File: config.mk
export PLATFORM = sky130hd
export DESIGN_NAME = phsps_top
export DESIGN_NICKNAME = d
export VERILOG_FILES = /design/src/include/phsps_pkg.sv /design/src/core/phsps_top.sv
export VERILOG_INCLUDE_DIRS = /design/src /design/src/include
export SDC_FILE = /design/constraint.sdc
export NUM_CORES = 1
export LEC_CHECK = 0
export BUFFER_PORTS_ARGS = -buffer_cell sky130_fd_sc_hd__buf_2
export CAP_MARGIN = 30
export CELL_PAD_IN_SITES_DETAIL_PLACEMENT = 1
export CELL_PAD_IN_SITES_GLOBAL_PLACEMENT = 2
export CORE_MARGIN = 2
export CORE_UTILIZATION = 35
export CTS_BUF_LIST = sky130_fd_sc_hd__clkbuf_8
export DETAILED_ROUTE_END_ITERATION = 8
export PLACE_DENSITY = 0.88
export SETUP_SLACK_MARGIN = 0.05
export SYNTH_ARGS = -nofsm -noshare
export SYNTH_HDL_FRONTEND = slang
export SYNTH_SLANG_ARGS = --single-unit
export TNS_END_PERCENT = 100
File: constraint.sdc
create_clock -name clock -period 2.65 [get_ports clock]
set_input_delay 0.1325 -clock clock [delete_from_list [all_inputs] [get_ports clock]]
set_output_delay 0.1325 -clock clock [all_outputs]
set_load 0.01 [all_outputs]
File: src/include/phsps_regs.svh
// Register offsets, reset values and timing counts of the PCI pin select block.
`ifndef PHSPS_REGS_SVH
`define PHSPS_REGS_SVH
// Byte offsets of the register words.
`define PHSPS_OFS_CTRL     4'h0
`define PHSPS_OFS_STATUS   4'h4
`define PHSPS_OFS_GPIO     4'h8
`define PHSPS_OFS_CFGDATA  4'hC
// Control word bit positions.
`define PHSPS_CTRL_REQ     0
`define PHSPS_CTRL_INTA    1
`define PHSPS_CTRL_LOAD    2
// Control word reset value.
`define PHSPS_CTRL_RST     3'h0
// Boot mode code that means boot from PCI.
`define PHSPS_BOOT_PCI     2'h3
// Strap bit positions within the three upper address pins.
`define PHSPS_STRAP_HOST   2
`define PHSPS_STRAP_BOOT   1:0
// Strap settle cycles after reset release.
`define PHSPS_STRAP_WAIT   2'h2
// Serial memory read command and its length.
`define PHSPS_CMD_READ     8'h03
`define PHSPS_CMD_BITS     6'h08
`define PHSPS_DATA_BITS    6'h20
// Serial clock half period in ns and the system clock period.
`define PHSPS_SK_HALF_NS   500
`define PHSPS_CLK_NS       10
`define PHSPS_SK_HALF_CYC  ((`PHSPS_SK_HALF_NS + `PHSPS_CLK_NS - 1) / `PHSPS_CLK_NS)
`endif

File: src/include/phsps_pkg.sv
// Types shared by the PCI pin select block.
package phsps_pkg;
  // Avalon-MM request from the master.
  typedef struct packed {
    logic        read;
    logic        write;
    logic [3:0]  address;
    logic [31:0] writedata;
  } phsps_av_req_s;
  // Avalon-MM answer to the master.
  typedef struct packed {
    logic        waitrequest;
    logic [31:0] readdata;
  } phsps_av_rsp_s;
  // A pin split into its output value and its output enable.
  typedef struct packed {
    logic o;
    logic oe;
  } phsps_pin_s;
  // Serial loader states.
  typedef enum logic [1:0] {
    LD_IDLE = 2'b00,
    LD_CMD  = 2'b01,
    LD_DATA = 2'b10
  } phsps_ld_e;
endpackage

File: src/core/phsps_top.sv
// PCI grant, interrupt and serial configuration pin select with its register slave.
// Overview of operation
// (RL1) Grant 0: host output, satellite input.
// (RL2) Grant 2 pin becomes interrupt A.
// (RL3) Grant 1 pin becomes memory chip select.
// (RL4) Drive serial data out (shares GPIO 11).
// (RL5) Sample serial data in (shares GPIO 8).
// (RL6) Drive serial clock (shares GPIO 10).
// (RL7) Lock is only an input.
// (RL8) Upper address straps pick host and boot.
// (RL9) Request 0 output in satellite mode.
// (RL10) PCI reset asserts warm reset on boot.
// (RL11) One grant at most; none in satellite.
//
// The placing of the registers and the Avalon-MM slave port were chosen for this implementation.
`include "phsps_regs.svh"
module phsps_top (
  input  wire logic                   clock,
  input  wire logic                   sys_rst,
  input  wire logic                   ce,
  input  wire phsps_pkg::phsps_av_req_s avReq,
  output phsps_pkg::phsps_av_rsp_s    avRsp,
  input  wire logic                   pciClk,
  input  wire logic                   pciRstN,
  input  wire logic [2:0]             pciReqN,
  input  wire logic [2:0]             gntIn,
  output phsps_pkg::phsps_pin_s [2:0] gntPin,
  output phsps_pkg::phsps_pin_s       req0Pin,
  input  wire logic                   lockN,
  input  wire logic [2:0]             strapIn,
  input  wire logic                   sdiIn,
  output phsps_pkg::phsps_pin_s       sdiPin,
  input  wire logic                   sdoIn,
  output phsps_pkg::phsps_pin_s       sdoPin,
  input  wire logic                   skIn,
  output phsps_pkg::phsps_pin_s       cfgSerialClock,
  output logic                        warmRstN
);
  import phsps_pkg::*;

  // Two-stage synchronisers for every pin input except grant 1, grant 2 and serial clock in; stage one feeds stage two only.
  logic [11:0] syncA;
  logic [11:0] syncB;
  logic [11:0] pinRaw;
  logic        pciClkD;          // Delayed synced PCI clock for edge finding.
  assign pinRaw = {pciClk, pciRstN, pciReqN, gntIn[0], lockN, strapIn, sdiIn, sdoIn};

  // Synced pin views.
  logic       pciClkS;
  logic       pciRstS;
  logic [2:0] reqNS;
  logic       gnt0S;
  logic       lockS;
  logic [2:0] strapS;
  logic       sdiS;
  logic       pciRise;
  assign {pciClkS, pciRstS, reqNS, gnt0S, lockS, strapS, sdiS} = syncB[11:1];
  assign pciRise = pciClkS & ~pciClkD;

  // Synchroniser flops carry data only, so they need no reset.
  always_ff @(posedge clock) begin
    if (ce) begin
      syncA   <= pinRaw;
      syncB   <= syncA;
      pciClkD <= syncB[11];
    end
  end

  // Strap capture state.
  logic       hostMode;
  logic [1:0] bootMode;
  logic       strapDone;
  logic [1:0] strapCnt;
  logic       next_hostMode;
  logic [1:0] next_bootMode;
  logic       next_strapDone;
  logic [1:0] next_strapCnt;
  logic       bootPci;
  assign bootPci = (bootMode == `PHSPS_BOOT_PCI);

  // (RL8) strap capture once
  // Straps are taken once the synchronisers hold post-reset pin levels.
  always_comb begin
    next_hostMode  = hostMode;
    next_bootMode  = bootMode;
    next_strapDone = strapDone;
    next_strapCnt  = strapCnt;
    if (!strapDone) begin
      if (strapCnt == `PHSPS_STRAP_WAIT) begin
        next_hostMode  = strapS[`PHSPS_STRAP_HOST];
        next_bootMode  = strapS[`PHSPS_STRAP_BOOT];
        next_strapDone = 1'b1;
      end else begin
        next_strapCnt = strapCnt + 2'h1;
      end
    end
  end

  // Strap registers.
  always_ff @(posedge clock) begin
    if (sys_rst) begin
      hostMode  <= 1'b1;
      bootMode  <= 2'h0;
      strapDone <= 1'b0;
      strapCnt  <= 2'h0;
    end else if (ce) begin
      hostMode  <= next_hostMode;
      bootMode  <= next_bootMode;
      strapDone <= next_strapDone;
      strapCnt  <= next_strapCnt;
    end
  end

  // PCI-side logic is held in reset by the PCI reset pin as well.
  logic pciLogicRst;
  assign pciLogicRst = sys_rst | ~pciRstS;

  // Arbiter: grant index (3 means none) and round-robin pointer.
  logic [1:0] grant;
  logic [1:0] rrPtr;
  logic [1:0] next_grant;
  logic [1:0] next_rrPtr;
  logic [1:0] idx;

  // (RL11) single grant arbiter
  // A released grant idles one PCI clock so two grants never overlap on the bus.
  always_comb begin
    next_grant = grant;
    next_rrPtr = rrPtr;
    idx        = 2'h0;
    if (!hostMode || !strapDone) begin
      next_grant = 2'h3;
    end else if (pciRise) begin
      if (grant != 2'h3) begin
        if (reqNS[grant]) begin
          next_grant = 2'h3;
        end
      end else begin
        for (int i = 2; i >= 0; i--) begin
          idx = 2'((int'(rrPtr) + i) % 3);
          if (!reqNS[idx]) begin
            next_grant = idx;
            next_rrPtr = (idx == 2'h2) ? 2'h0 : idx + 2'h1;
          end
        end
      end
    end
  end

  // Arbiter registers.
  always_ff @(posedge clock) begin
    if (pciLogicRst) begin
      grant <= 2'h3;
      rrPtr <= 2'h0;
    end else if (ce) begin
      grant <= next_grant;
      rrPtr <= next_rrPtr;
    end
  end

  // Software registers.
  logic [2:0]  ctrl;
  logic [5:0]  gpio;             // Out values then enables of GPIO 8, 10, 11.
  logic [31:0] cfgData;
  logic [2:0]  next_ctrl;
  logic [5:0]  next_gpio;
  logic        ack;
  logic        next_ack;
  logic        busy;             // Loader active; reported in the status word.
  logic [31:0] next_rdata;
  logic        busWr;
  logic        loadGo;
  assign busWr  = ack & avReq.write;
  assign loadGo = busWr & (avReq.address == `PHSPS_OFS_CTRL) & avReq.writedata[`PHSPS_CTRL_LOAD];

  // Avalon slave: waitrequest drops one cycle after a request; write lands then.
  always_comb begin
    next_ack  = (avReq.read | avReq.write) & ~ack;
    next_ctrl = ctrl;
    next_gpio = gpio;
    if (busWr && avReq.address == `PHSPS_OFS_CTRL) begin
      next_ctrl = avReq.writedata[2:0];
    end
    if (busWr && avReq.address == `PHSPS_OFS_GPIO) begin
      next_gpio = avReq.writedata[5:0];
    end
    // The load bit is a command; it does not stay set.
    next_ctrl[`PHSPS_CTRL_LOAD] = 1'b0;
    case (avReq.address)
      `PHSPS_OFS_CTRL:    next_rdata = {29'h0, ctrl};
      // (RL7) lock observed only
      `PHSPS_OFS_STATUS:  next_rdata = {22'h0, grant, ~lockS, ~gnt0S, busy, warmRstN, bootMode, hostMode, strapDone};
      `PHSPS_OFS_GPIO:    next_rdata = {26'h0, gpio};
      `PHSPS_OFS_CFGDATA: next_rdata = cfgData;
      default:            next_rdata = 32'h0000_0000;
    endcase
  end

  // Bus registers.
  always_ff @(posedge clock) begin
    if (sys_rst) begin
      ack          <= 1'b0;
      avRsp        <= '{waitrequest: 1'b1, readdata: 32'h0000_0000};
      ctrl         <= `PHSPS_CTRL_RST;
      gpio         <= 6'h00;
    end else if (ce) begin
      ack          <= next_ack;
      avRsp        <= '{waitrequest: ~next_ack, readdata: next_rdata};
      ctrl         <= next_ctrl;
      gpio         <= next_gpio;
    end
  end

  // Serial loader state.
  phsps_ld_e   ldState;
  phsps_ld_e   next_ldState;
  logic [6:0]  divCnt;
  logic [6:0]  next_divCnt;
  logic [5:0]  bitCnt;
  logic [5:0]  next_bitCnt;
  logic        skLvl;
  logic        next_skLvl;
  logic [7:0]  cmdSh;
  logic [7:0]  next_cmdSh;
  logic [31:0] next_cfgData;
  logic        autoDone;
  logic        next_autoDone;
  logic        halfTick;
  assign busy     = (ldState != LD_IDLE);
  assign halfTick = (divCnt == 7'(`PHSPS_SK_HALF_CYC - 1));

  // Loader runs in satellite boot-from-PCI mode after reset, or on software request in satellite mode.
  always_comb begin
    next_ldState  = ldState;
    next_divCnt   = busy ? (halfTick ? 7'h00 : divCnt + 7'h01) : 7'h00;
    next_bitCnt   = bitCnt;
    next_skLvl    = skLvl;
    next_cmdSh    = cmdSh;
    next_cfgData  = cfgData;
    next_autoDone = autoDone;
    case (ldState)
      LD_IDLE: begin
        next_skLvl = 1'b0;
        if (strapDone && !hostMode && ((bootPci && !autoDone) || loadGo)) begin
          next_ldState  = LD_CMD;
          next_autoDone = 1'b1;
          next_cmdSh    = `PHSPS_CMD_READ;
          next_bitCnt   = 6'h00;
        end
      end
      LD_CMD, LD_DATA: begin
        if (halfTick) begin
          next_skLvl = ~skLvl;
          if (skLvl) begin
            // (RL4) shift data out
            // Falling edge: present the next command bit.
            next_cmdSh  = {cmdSh[6:0], 1'b0};
            next_bitCnt = bitCnt + 6'h01;
            if (ldState == LD_CMD && bitCnt == `PHSPS_CMD_BITS - 6'h01) begin
              next_ldState = LD_DATA;
              next_bitCnt  = 6'h00;
            end else if (ldState == LD_DATA && bitCnt == `PHSPS_DATA_BITS - 6'h01) begin
              next_ldState = LD_IDLE;
            end
          end else if (ldState == LD_DATA) begin
            // (RL5) sample data in
            // Rising edge: the memory's output bit is taken.
            next_cfgData = {cfgData[30:0], sdiS};
          end
        end
      end
      default: next_ldState = LD_IDLE;
    endcase
  end

  // Loader registers.
  always_ff @(posedge clock) begin
    if (pciLogicRst) begin
      ldState  <= LD_IDLE;
      divCnt   <= 7'h00;
      bitCnt   <= 6'h00;
      skLvl    <= 1'b0;
      cmdSh    <= 8'h00;
      cfgData  <= 32'h0000_0000;
      autoDone <= 1'b0;
    end else if (ce) begin
      ldState  <= next_ldState;
      divCnt   <= next_divCnt;
      bitCnt   <= next_bitCnt;
      skLvl    <= next_skLvl;
      cmdSh    <= next_cmdSh;
      cfgData  <= next_cfgData;
      autoDone <= next_autoDone;
    end
  end

  // Pin mux: every pin output is a flop fed from the mode and the logic above.
  phsps_pin_s [2:0] next_gntPin;
  phsps_pin_s       next_req0Pin;
  phsps_pin_s       next_sdiPin;
  phsps_pin_s       next_sdoPin;
  phsps_pin_s       next_sk;
  logic             next_warmRstN;
  always_comb begin
    // (RL1) host drives grants
    for (int g = 0; g < 3; g++) begin
      next_gntPin[g] = '{o: ~(grant == 2'(g)), oe: hostMode & strapDone};
    end
    next_req0Pin = '{o: 1'b1, oe: 1'b0};
    if (!hostMode) begin
      // (RL11) satellite drives no grant
      next_gntPin[0] = '{o: 1'b1, oe: 1'b0};
      // (RL2) interrupt A open drain
      next_gntPin[2] = '{o: 1'b0, oe: ctrl[`PHSPS_CTRL_INTA]};
      // (RL3) chip select output
      next_gntPin[1] = '{o: busy, oe: 1'b1};
      // (RL9) own bus request
      next_req0Pin = '{o: ~ctrl[`PHSPS_CTRL_REQ], oe: 1'b1};
    end
    // (RL6) serial clock output
    next_sk     = busy ? phsps_pin_s'{o: skLvl, oe: 1'b1} : phsps_pin_s'{o: gpio[1], oe: gpio[4]};
    next_sdoPin = busy ? phsps_pin_s'{o: cmdSh[7], oe: 1'b1} : phsps_pin_s'{o: gpio[2], oe: gpio[5]};
    next_sdiPin = busy ? phsps_pin_s'{o: 1'b0, oe: 1'b0} : phsps_pin_s'{o: gpio[0], oe: gpio[3]};
    // (RL10) warm reset on PCI reset
    next_warmRstN = ~(~hostMode & bootPci & strapDone & ~pciRstS);
  end

  // Pin registers.
  always_ff @(posedge clock) begin
    if (sys_rst) begin
      gntPin         <= {3{2'b10}};
      req0Pin        <= 2'b10;
      sdiPin         <= 2'b00;
      sdoPin         <= 2'b00;
      cfgSerialClock <= 2'b00;
      warmRstN       <= 1'b1;
    end else if (ce) begin
      gntPin         <= next_gntPin;
      req0Pin        <= next_req0Pin;
      sdiPin         <= next_sdiPin;
      sdoPin         <= next_sdoPin;
      cfgSerialClock <= next_sk;
      warmRstN       <= next_warmRstN;
    end
  end
endmodule // phsps_top

==> summary.txt, run 1 <==
Outcome
  • Status: complete, no violations

Clocking
  • Clock Sinks: 147
  • Clk_lat worst skew: 0.45 ns
  • CTS Buffer Depth: 2
  • TritonCTS clock tree: done
  • Postcts setup bufs: 0
  • CTS buffer count: 17
  • Clk pin slew, worst setup/hold paths: 0.09 ns
  • Cts repair resizes: 0
  • H-Tree Depth: 4
  • Hold Buf Count CTS: 17
  • Root Buffer: clkbuf_8

Placed design
  • Cell Count Post-Placement: 923
  • Dpl ws: 0.465 ns
  • Buffers on Ports: 73
  • Gp weighted congestion: 0.819
  • Cell Area, Placed: 6620 um^2
  • DP Wirelength: 10,900 um

Synthesis
  • Most frequent cell after synthesis: dfxtp_1
  • Post-synthesis cell count: 654
  • Mapped Avg Cell Area: 9.17 um^2
  • Syn Nets: 722
  • EDFF count, synth: 23
  • Top cells by count, synth: dfxtp_1, nand2_1, nor2_1, a21oi_1, clkbuf_1
  • #FFs+latches synth: 147
  • Synth unique cells: 60
  • Post-synth top area share: 41.4%
  • Sequential area share after synthesis: 52.9%
  • Post-synth ARST share: 0%
  • Top FF cell, synth: dfxtp_1
  • Cell taking the most area after synthesis: dfxtp_1
  • Post-Syn Area: 5990 um^2
  • Largest cells by area after synthesis: dfxtp_1, edfxtp_1, nand2_1, a21oi_1, nor2_1
  • Yosys warning count: 0

Detailed routing
  • Drt first-iter violations: 258
  • First-pass iteration count of the detailed router: 4
  • Post-DR wirelength/cell: 16.7 um
  • Routed WL: 16,200 um
  • Vias/cell: 5.16
  • DRC: 0
  • Remaining antenna violation count: 0
  • Total number of vias: 5,019

Setup path
  • Critical Path End Type: flip-flop
  • Startpoint types: flip-flop
  • Kind of cell adding the most delay to the critical path: simple AND/OR/NAND/NOR gates
  • WP buf/inv: 1
  • Slowest cell on the critical path: or4b_4
  • WP data arrival: 2.63 ns
  • CP peak stage delay: 0.50 ns
  • WS Path Type: flip-flop to flip-flop
  • Worst-path cell chain: ha_1 -> or4b_4 -> nor2_2 -> and4_1 -> buf_4 -> nand2_1 -> a21oi_1
  • Worst Path Max Fanout: 32
  • CP Data Required Time: 3.04 ns

Timing
  • Slew Viols, Final: 0
  • Final setup fails: 0
  • RSZ-0062 raised after global routing: false
  • Hold_ws: 0.106 ns
  • Final worst slack: 0.410 ns
  • Clock Skews: 0.0145 ns
  • Worst Max-Slew Pin Slew: 0.735 ns
  • Final TNS setup: 0 ns
  • Fmax: 0.446 GHz
  • Slew margin rel.: 50.9%
  • Crit share post-route: 84.5%
  • Hold Vio Cnt, Final: 0
  • Final min period: 2.24 ns

Worst hold path
  • Hold Path Class: input pin to flip-flop

Floorplan
  • Site row count: 47
  • Core Box Area: 16,600 um^2
  • Area of the die: 18,200 um^2
  • Chip width: 135 um
  • Num ports: 104
  • Die height: 135 um
  • Initial core utilization: 36.0%

Final layout
  • Area Overhead vs Synth: 20.6%
  • Fraction of final layout cells sized beyond drive strength 1: 18.4%
  • Inserted Diodes: 0
  • Post-Layout Cell Count: 972
  • Final instance area: 7230 um^2
  • Final net count: 807
  • Util after Layout: 43.4%

Global routing
  • Routing usage on met1: 22.4%
  • Global route overflow: 0
  • Largest net degree at the start of global routing: 41
  • First-pass GRT wire length: 26,600 um
  • Busiest grt layer: met2
  • Initial antenna violation count: 0
  • GRT Overall Usage: 18.6%
  • Grt met2 use: 32.9%
  • Vias in the first global route: 5,277
  • Grt met3 use: 4.43%

Run
  • Max-Cap Viols: 0

Power
  • Pwr dens: 622 nW/um^2
  • Tot Pwr: 4.49 mW
  • Maximum vdd drop: 323 uV
  • Leakage: 2.73 nW
-- worst paths after layout --
kind / slack, ns / end / from / depth (start not counted)
max: 0.41 / cfgData[24] / divCnt[0] / 7
min: 0.11 / ctrl[1] / avReq[33] / 4
max reg2reg: 0.41 / cfgData[24] / divCnt[0] / 7
min reg2reg: 0.43 / syncB[9] / syncA[9] / 0
-- area by class of cell --
| cell class | instances | area [um^2] |
|---|---|---|
| Fill cell | 1941 | 9420 |
| Multi-Input combinational cell | 448 | 2590 |
| Sequential cell | 147 | 3170 |
| Inverter | 16 | 60.1 |
| Clock inverter | 10 | 130 |
| Timing Repair Buffer | 109 | 691 |
| Tap cell | 220 | 275 |
| Clock buffer | 22 | 303 |
-- report_power, final --
group	leakage [nW]	internal, mW	switching (mW)
Clock	0.232	1.05	0.830
Sequential	1.23	2.32	0.0288
Combinational	1.27	0.102	0.166
Total	2.73	3.47	1.03
-- routing by layer --
metal  vias up  part of all wire, %
li1       2471                    -
met1      2478                   45
met2        59                   52
met3        11                  2.9
met4         0                 0.82
met5         -                    0
-- sequential cells by signal, indices dropped and copies added (netlist names), 6 cells and up --
signal / count
avRsp: 33
cmdSh: 8
gpio: 6
bitCnt: 6
gntPin: 6
divCnt: 7
syncB: 11
cfgData: 32
syncA: 11
-- cells in the final DEF, fill, tap and decap left out, drive strengths merged, types with 4 or more instances in the layout --
cell type    Yosys  final
a211oi           7      7
a21oi           67     67
a22oi           29     29
a311oi           4      4
and3             4      4
buf              9     92
clkbuf          34     22
clkinv           0      4
dfxtp          124    124
dlygate4sd3      0     17
edfxtp          23     23
ha              12     12
inv             16     19
mux2             5      5
mux2i           15     15
nand2          103    103
nand2b           8      8
nand3           19     19
nand4            6      6
nor2            75     75
nor3            10     10
nor3b            4      4
o211ai           4      4
o21ai           16     16
o22ai            5      5
-- logic make-up after synthesis --
| family | Yosys count | share of synthesized area [%] |
|---|---|---|
| xor+xnor | 6 | 0.877 |
| flops | 147 | 52.9 |
| compound gates | 155 | 16.5 |
| simple gates | 253 | 19.1 |
| fa+ha+maj | 12 | 2.50 |
| mux | 22 | 4.20 |
| buf+inv | 59 | 3.82 |
-- worst register-to-register path, stage by stage, from the launching register on --
cell and delay [ns]:
dfxtp_1 0.43, ha_1 0.17, or4b_4 0.50, nor2_2 0.24, and4_1 0.22, buf_4 0.32
nand2_1 0.13, a21oi_1 0.17
(Power assumes the default switching activity.)
==> inputs of run 2 (changes only) <==
- clock period: 2.65 -> 2.17 ns (I/O delays scaled with it)
==> run 2 against run 1 <==
Combinational power is 26% higher. Hold slack worse by 0.041 ns. Clock skew is 0.0059 ns lower. Register-to-register slack worse by 0.35 ns. Cell count is 1.9% higher. Die area stayed put. Highest routed layer unchanged. Via count is 2.5% higher. Maximum frequency is 5.9% higher. Global-route usage is 0.24 points lower. Worst setup slack worse by 0.35 ns. Final area is 2.4% higher. Core utilization is 1.0 points higher.
==> summary.txt, run 2 (synthesis results as in run 1) <==
Detailed routing
  • Drt first-iter violations: 269 (was 258)
  • Remaining antenna violation count: 0 (unchanged)
  • DRC: 0 (unchanged)
  • Routed WL: 16,800 um (was 16,200 um)
  • Met1 WL: 7390 um (was 7260 um)
  • Post-DR wirelength/cell: 17.0 um (was 16.7 um)
  • Top sig layer: met4 (unchanged)
  • Total number of vias: 5,145 (was 5,019)
  • Met2 Routed Length: 8520 um (was 8360 um)
  • Vias/cell: 5.20 (was 5.16)
  • First-pass iteration count of the detailed router: 4 (unchanged)
  • Met3 WL: 663 um (was 468 um)

Timing
  • Clock Skews: 0.00863 ns (was 0.0145 ns)
  • Final TNS setup: 0 ns (unchanged)
  • Crit share post-route: 97.4% (was 84.5%)
  • Hold Vio Cnt, Final: 0 (unchanged)
  • Slew Viols, Final: 0 (unchanged)
  • Fmax: 0.473 GHz (was 0.446 GHz)
  • RSZ-0062 raised after global routing: true (was false)
  • Slew margin rel.: 60.9% (was 50.9%)
  • Final min period: 2.11 ns (was 2.24 ns)
  • Worst Max-Slew Pin Slew: 0.582 ns (was 0.735 ns)
  • Final setup fails: 0 (unchanged)

Setup path
  • Worst Path Max Fanout: 4 (was 32)
  • CP Data Required Time: 2.52 ns (was 3.04 ns)
  • Reg2reg start: divCnt[1] (was divCnt[0])
  • Launch point of the worst path: divCnt[1] (was divCnt[0])
  • WP data arrival: 2.47 ns (was 2.63 ns)
  • Startpoint types: flip-flop (unchanged)
  • Critical Path End Type: flip-flop (unchanged)
  • WS Path Type: flip-flop to flip-flop (unchanged)

Final layout
  • Fraction of final layout cells sized beyond drive strength 1: 21.6% (was 18.4%)
  • Largest register by flop count: avRsp (unchanged)
  • Inserted Diodes: 0 (unchanged)
  • Top Registers: avRsp x33, cfgData x32 (unchanged)
  • Final net count: 825 (was 807)
  • Util after Layout: 44.5% (was 43.4%)
  • Most frequent cells in the layout: dfxtp_1, nand2_1, nor2_1, buf_2, a21oi_1 (unchanged)
  • Commonest non-fill, non-tap cell in the layout: dfxtp_1 (unchanged)
  • Area Overhead vs Synth: 23.4% (was 20.6%)
  • Number of flip-flops in the largest register: 33 (unchanged)

Run
  • Max-Cap Viols: 0 (unchanged)

Power
  • P_sw: 1.32 mW (was 1.03 mW)
  • Switch share: 25.5% (was 22.8%)
  • Leakage: 2.77 nW (was 2.73 nW)
  • Internal power: 3.85 mW (was 3.47 mW)
  • Gate power share: 6.5% (was 6.0%)
  • Sequential power share: 55.4% (was 52.2%)
  • Pwr dens: 698 nW/um^2 (was 622 nW/um^2)
  • Maximum vdd drop: 355 uV (was 323 uV)
  • Clk pwr share: 38.0% (was 41.8%)

Clocking
  • CTS buffer count: 17 (unchanged)
  • CTS Buffer Depth: 2 (unchanged)
  • Clk_lat worst skew: 0.46 ns (was 0.45 ns)
  • Clk pin slew, worst setup/hold paths: 0.08 ns (was 0.09 ns)
  • TritonCTS clock tree: done (unchanged)
  • Clock Sinks: 147 (unchanged)
  • H-Tree Depth: 4 (unchanged)
  • Root Buffer: clkbuf_8 (unchanged)

Worst hold path
  • Hold Path Class: input pin to flip-flop (unchanged)
  • Worst Min Path Start: avReq[33] (unchanged)

Floorplan
  • Area of the die: 18,200 um^2 (unchanged)
  • Num ports: 104 (unchanged)
  • Initial core utilization: 36.0% (unchanged)
  • Core Box Area: 16,600 um^2 (unchanged)
  • Die height: 135 um (unchanged)
  • Chip width: 135 um (unchanged)
  • Site row count: 47 (unchanged)

Placed design
  • DP Wirelength: 11,200 um (was 10,900 um)
  • Gp weighted congestion: 0.776 (was 0.819)
  • Buffers on Ports: 73 (unchanged)

Global routing
  • Largest net degree at the start of global routing: 39 (was 41)
  • Global route overflow: 0 (unchanged)
  • GRT Overall Usage: 18.4% (was 18.6%)
  • Initial antenna violation count: 0 (unchanged)
  • Vias in the first global route: 5,218 (was 5,277)
  • First-pass GRT wire length: 26,500 um (was 26,600 um)

Outcome
  • Status: complete, no violations (unchanged)
==> run 2: cell count changes in the layout (fill, tap and decap cells not counted), moves of 2 or more <==
cell and delta:
buf_4 +13, ha_2 +2, clkbuf_8 -5, buf_12 +2, clkinvlp_4 +3, inv_1 -2, bufinv_16 -2, clkinv_2 +2
ha_1 -2, clkinv_1 +3, clkbuf_16 +2
==> run 2: worst paths after layout <==
| path | cells after the start | slack (ns) | endpoint |
|---|---|---|---|
| setup / recovery | 9 | 0.06 | skLvl |
| hold / removal | 4 | 0.06 | ctrl[1] |
| setup reg to reg | 9 | 0.06 | skLvl |
| hold reg to reg | 0 | 0.42 | syncB[9] |
==> run 2: layer usage <==
layer | global-route usage, % | up-vias
met5 | 0 | -
met4 | 6.96 | 0
met3 | 3.49 | 17
met2 | 32.6 | 92
met1 | 22.0 | 2531
li1 | - | 2505
==> run 2: layout make-up <==
| cell class | instances | area (um^2) |
|---|---|---|
| clock inverters | 15 | 115 |
| repair buffers | 127 | 890 |
| clock buffers | 17 | 234 |
| fillers | 1929 | 9240 |
| multi-input cells | 448 | 2650 |
| flip-flops and latches | 147 | 3180 |
| inverters | 16 | 60.1 |
| well taps | 220 | 275 |
==> run 2: metrics by stage <==
stage	setup WS [ns]	cells	total power, mW	hold WS [ns]	instance area [um^2]
3_3_place_gp	0.118	929	3.22	0.287	6680
5_1_grt	-0.00314	990	5.37	0.0732	7400
3_5_place_dp	-0.0269	929	3.23	0.288	6680
2_1_floorplan	0.184	654	3.10	0.207	5990
6_report	0.0556	990	5.17	0.0645	7400
4_1_cts	0.0312	980	5.21	0.0328	7240
==> run 2: power by group through the flow <==
stage          Clock, mW  Sequential (mW)  Combinational, mW
4_1_cts             2.01             2.87              0.336
3_3_place_gp           0             2.92              0.293
2_1_floorplan          0             2.92              0.172
5_1_grt             2.12             2.87              0.372
3_5_place_dp           0             2.93              0.306
6_report            1.97             2.86              0.337
==> run 2: worst max-delay path: stages, from the launching register on <==
cell	delay [ns]
dfxtp_4	0.35
inv_1	0.07
ha_1	0.15
or4b_4	0.52
nor2_4	0.16
buf_4	0.12
buf_4	0.09
mux2_2	0.32
a22oi_1	0.16
nor2_1	0.06
==> run 2: what timing repair did <==
item / CTS / global route
hold endpoints to repair: 19 / 0
gates resized for setup: 5 / 14
setup endpoints to repair: 36 / 43
buffers inserted: 2 / 8
pin swaps: 1 / 5
cloned: 0 / 2
hold buffers: 17 / 0
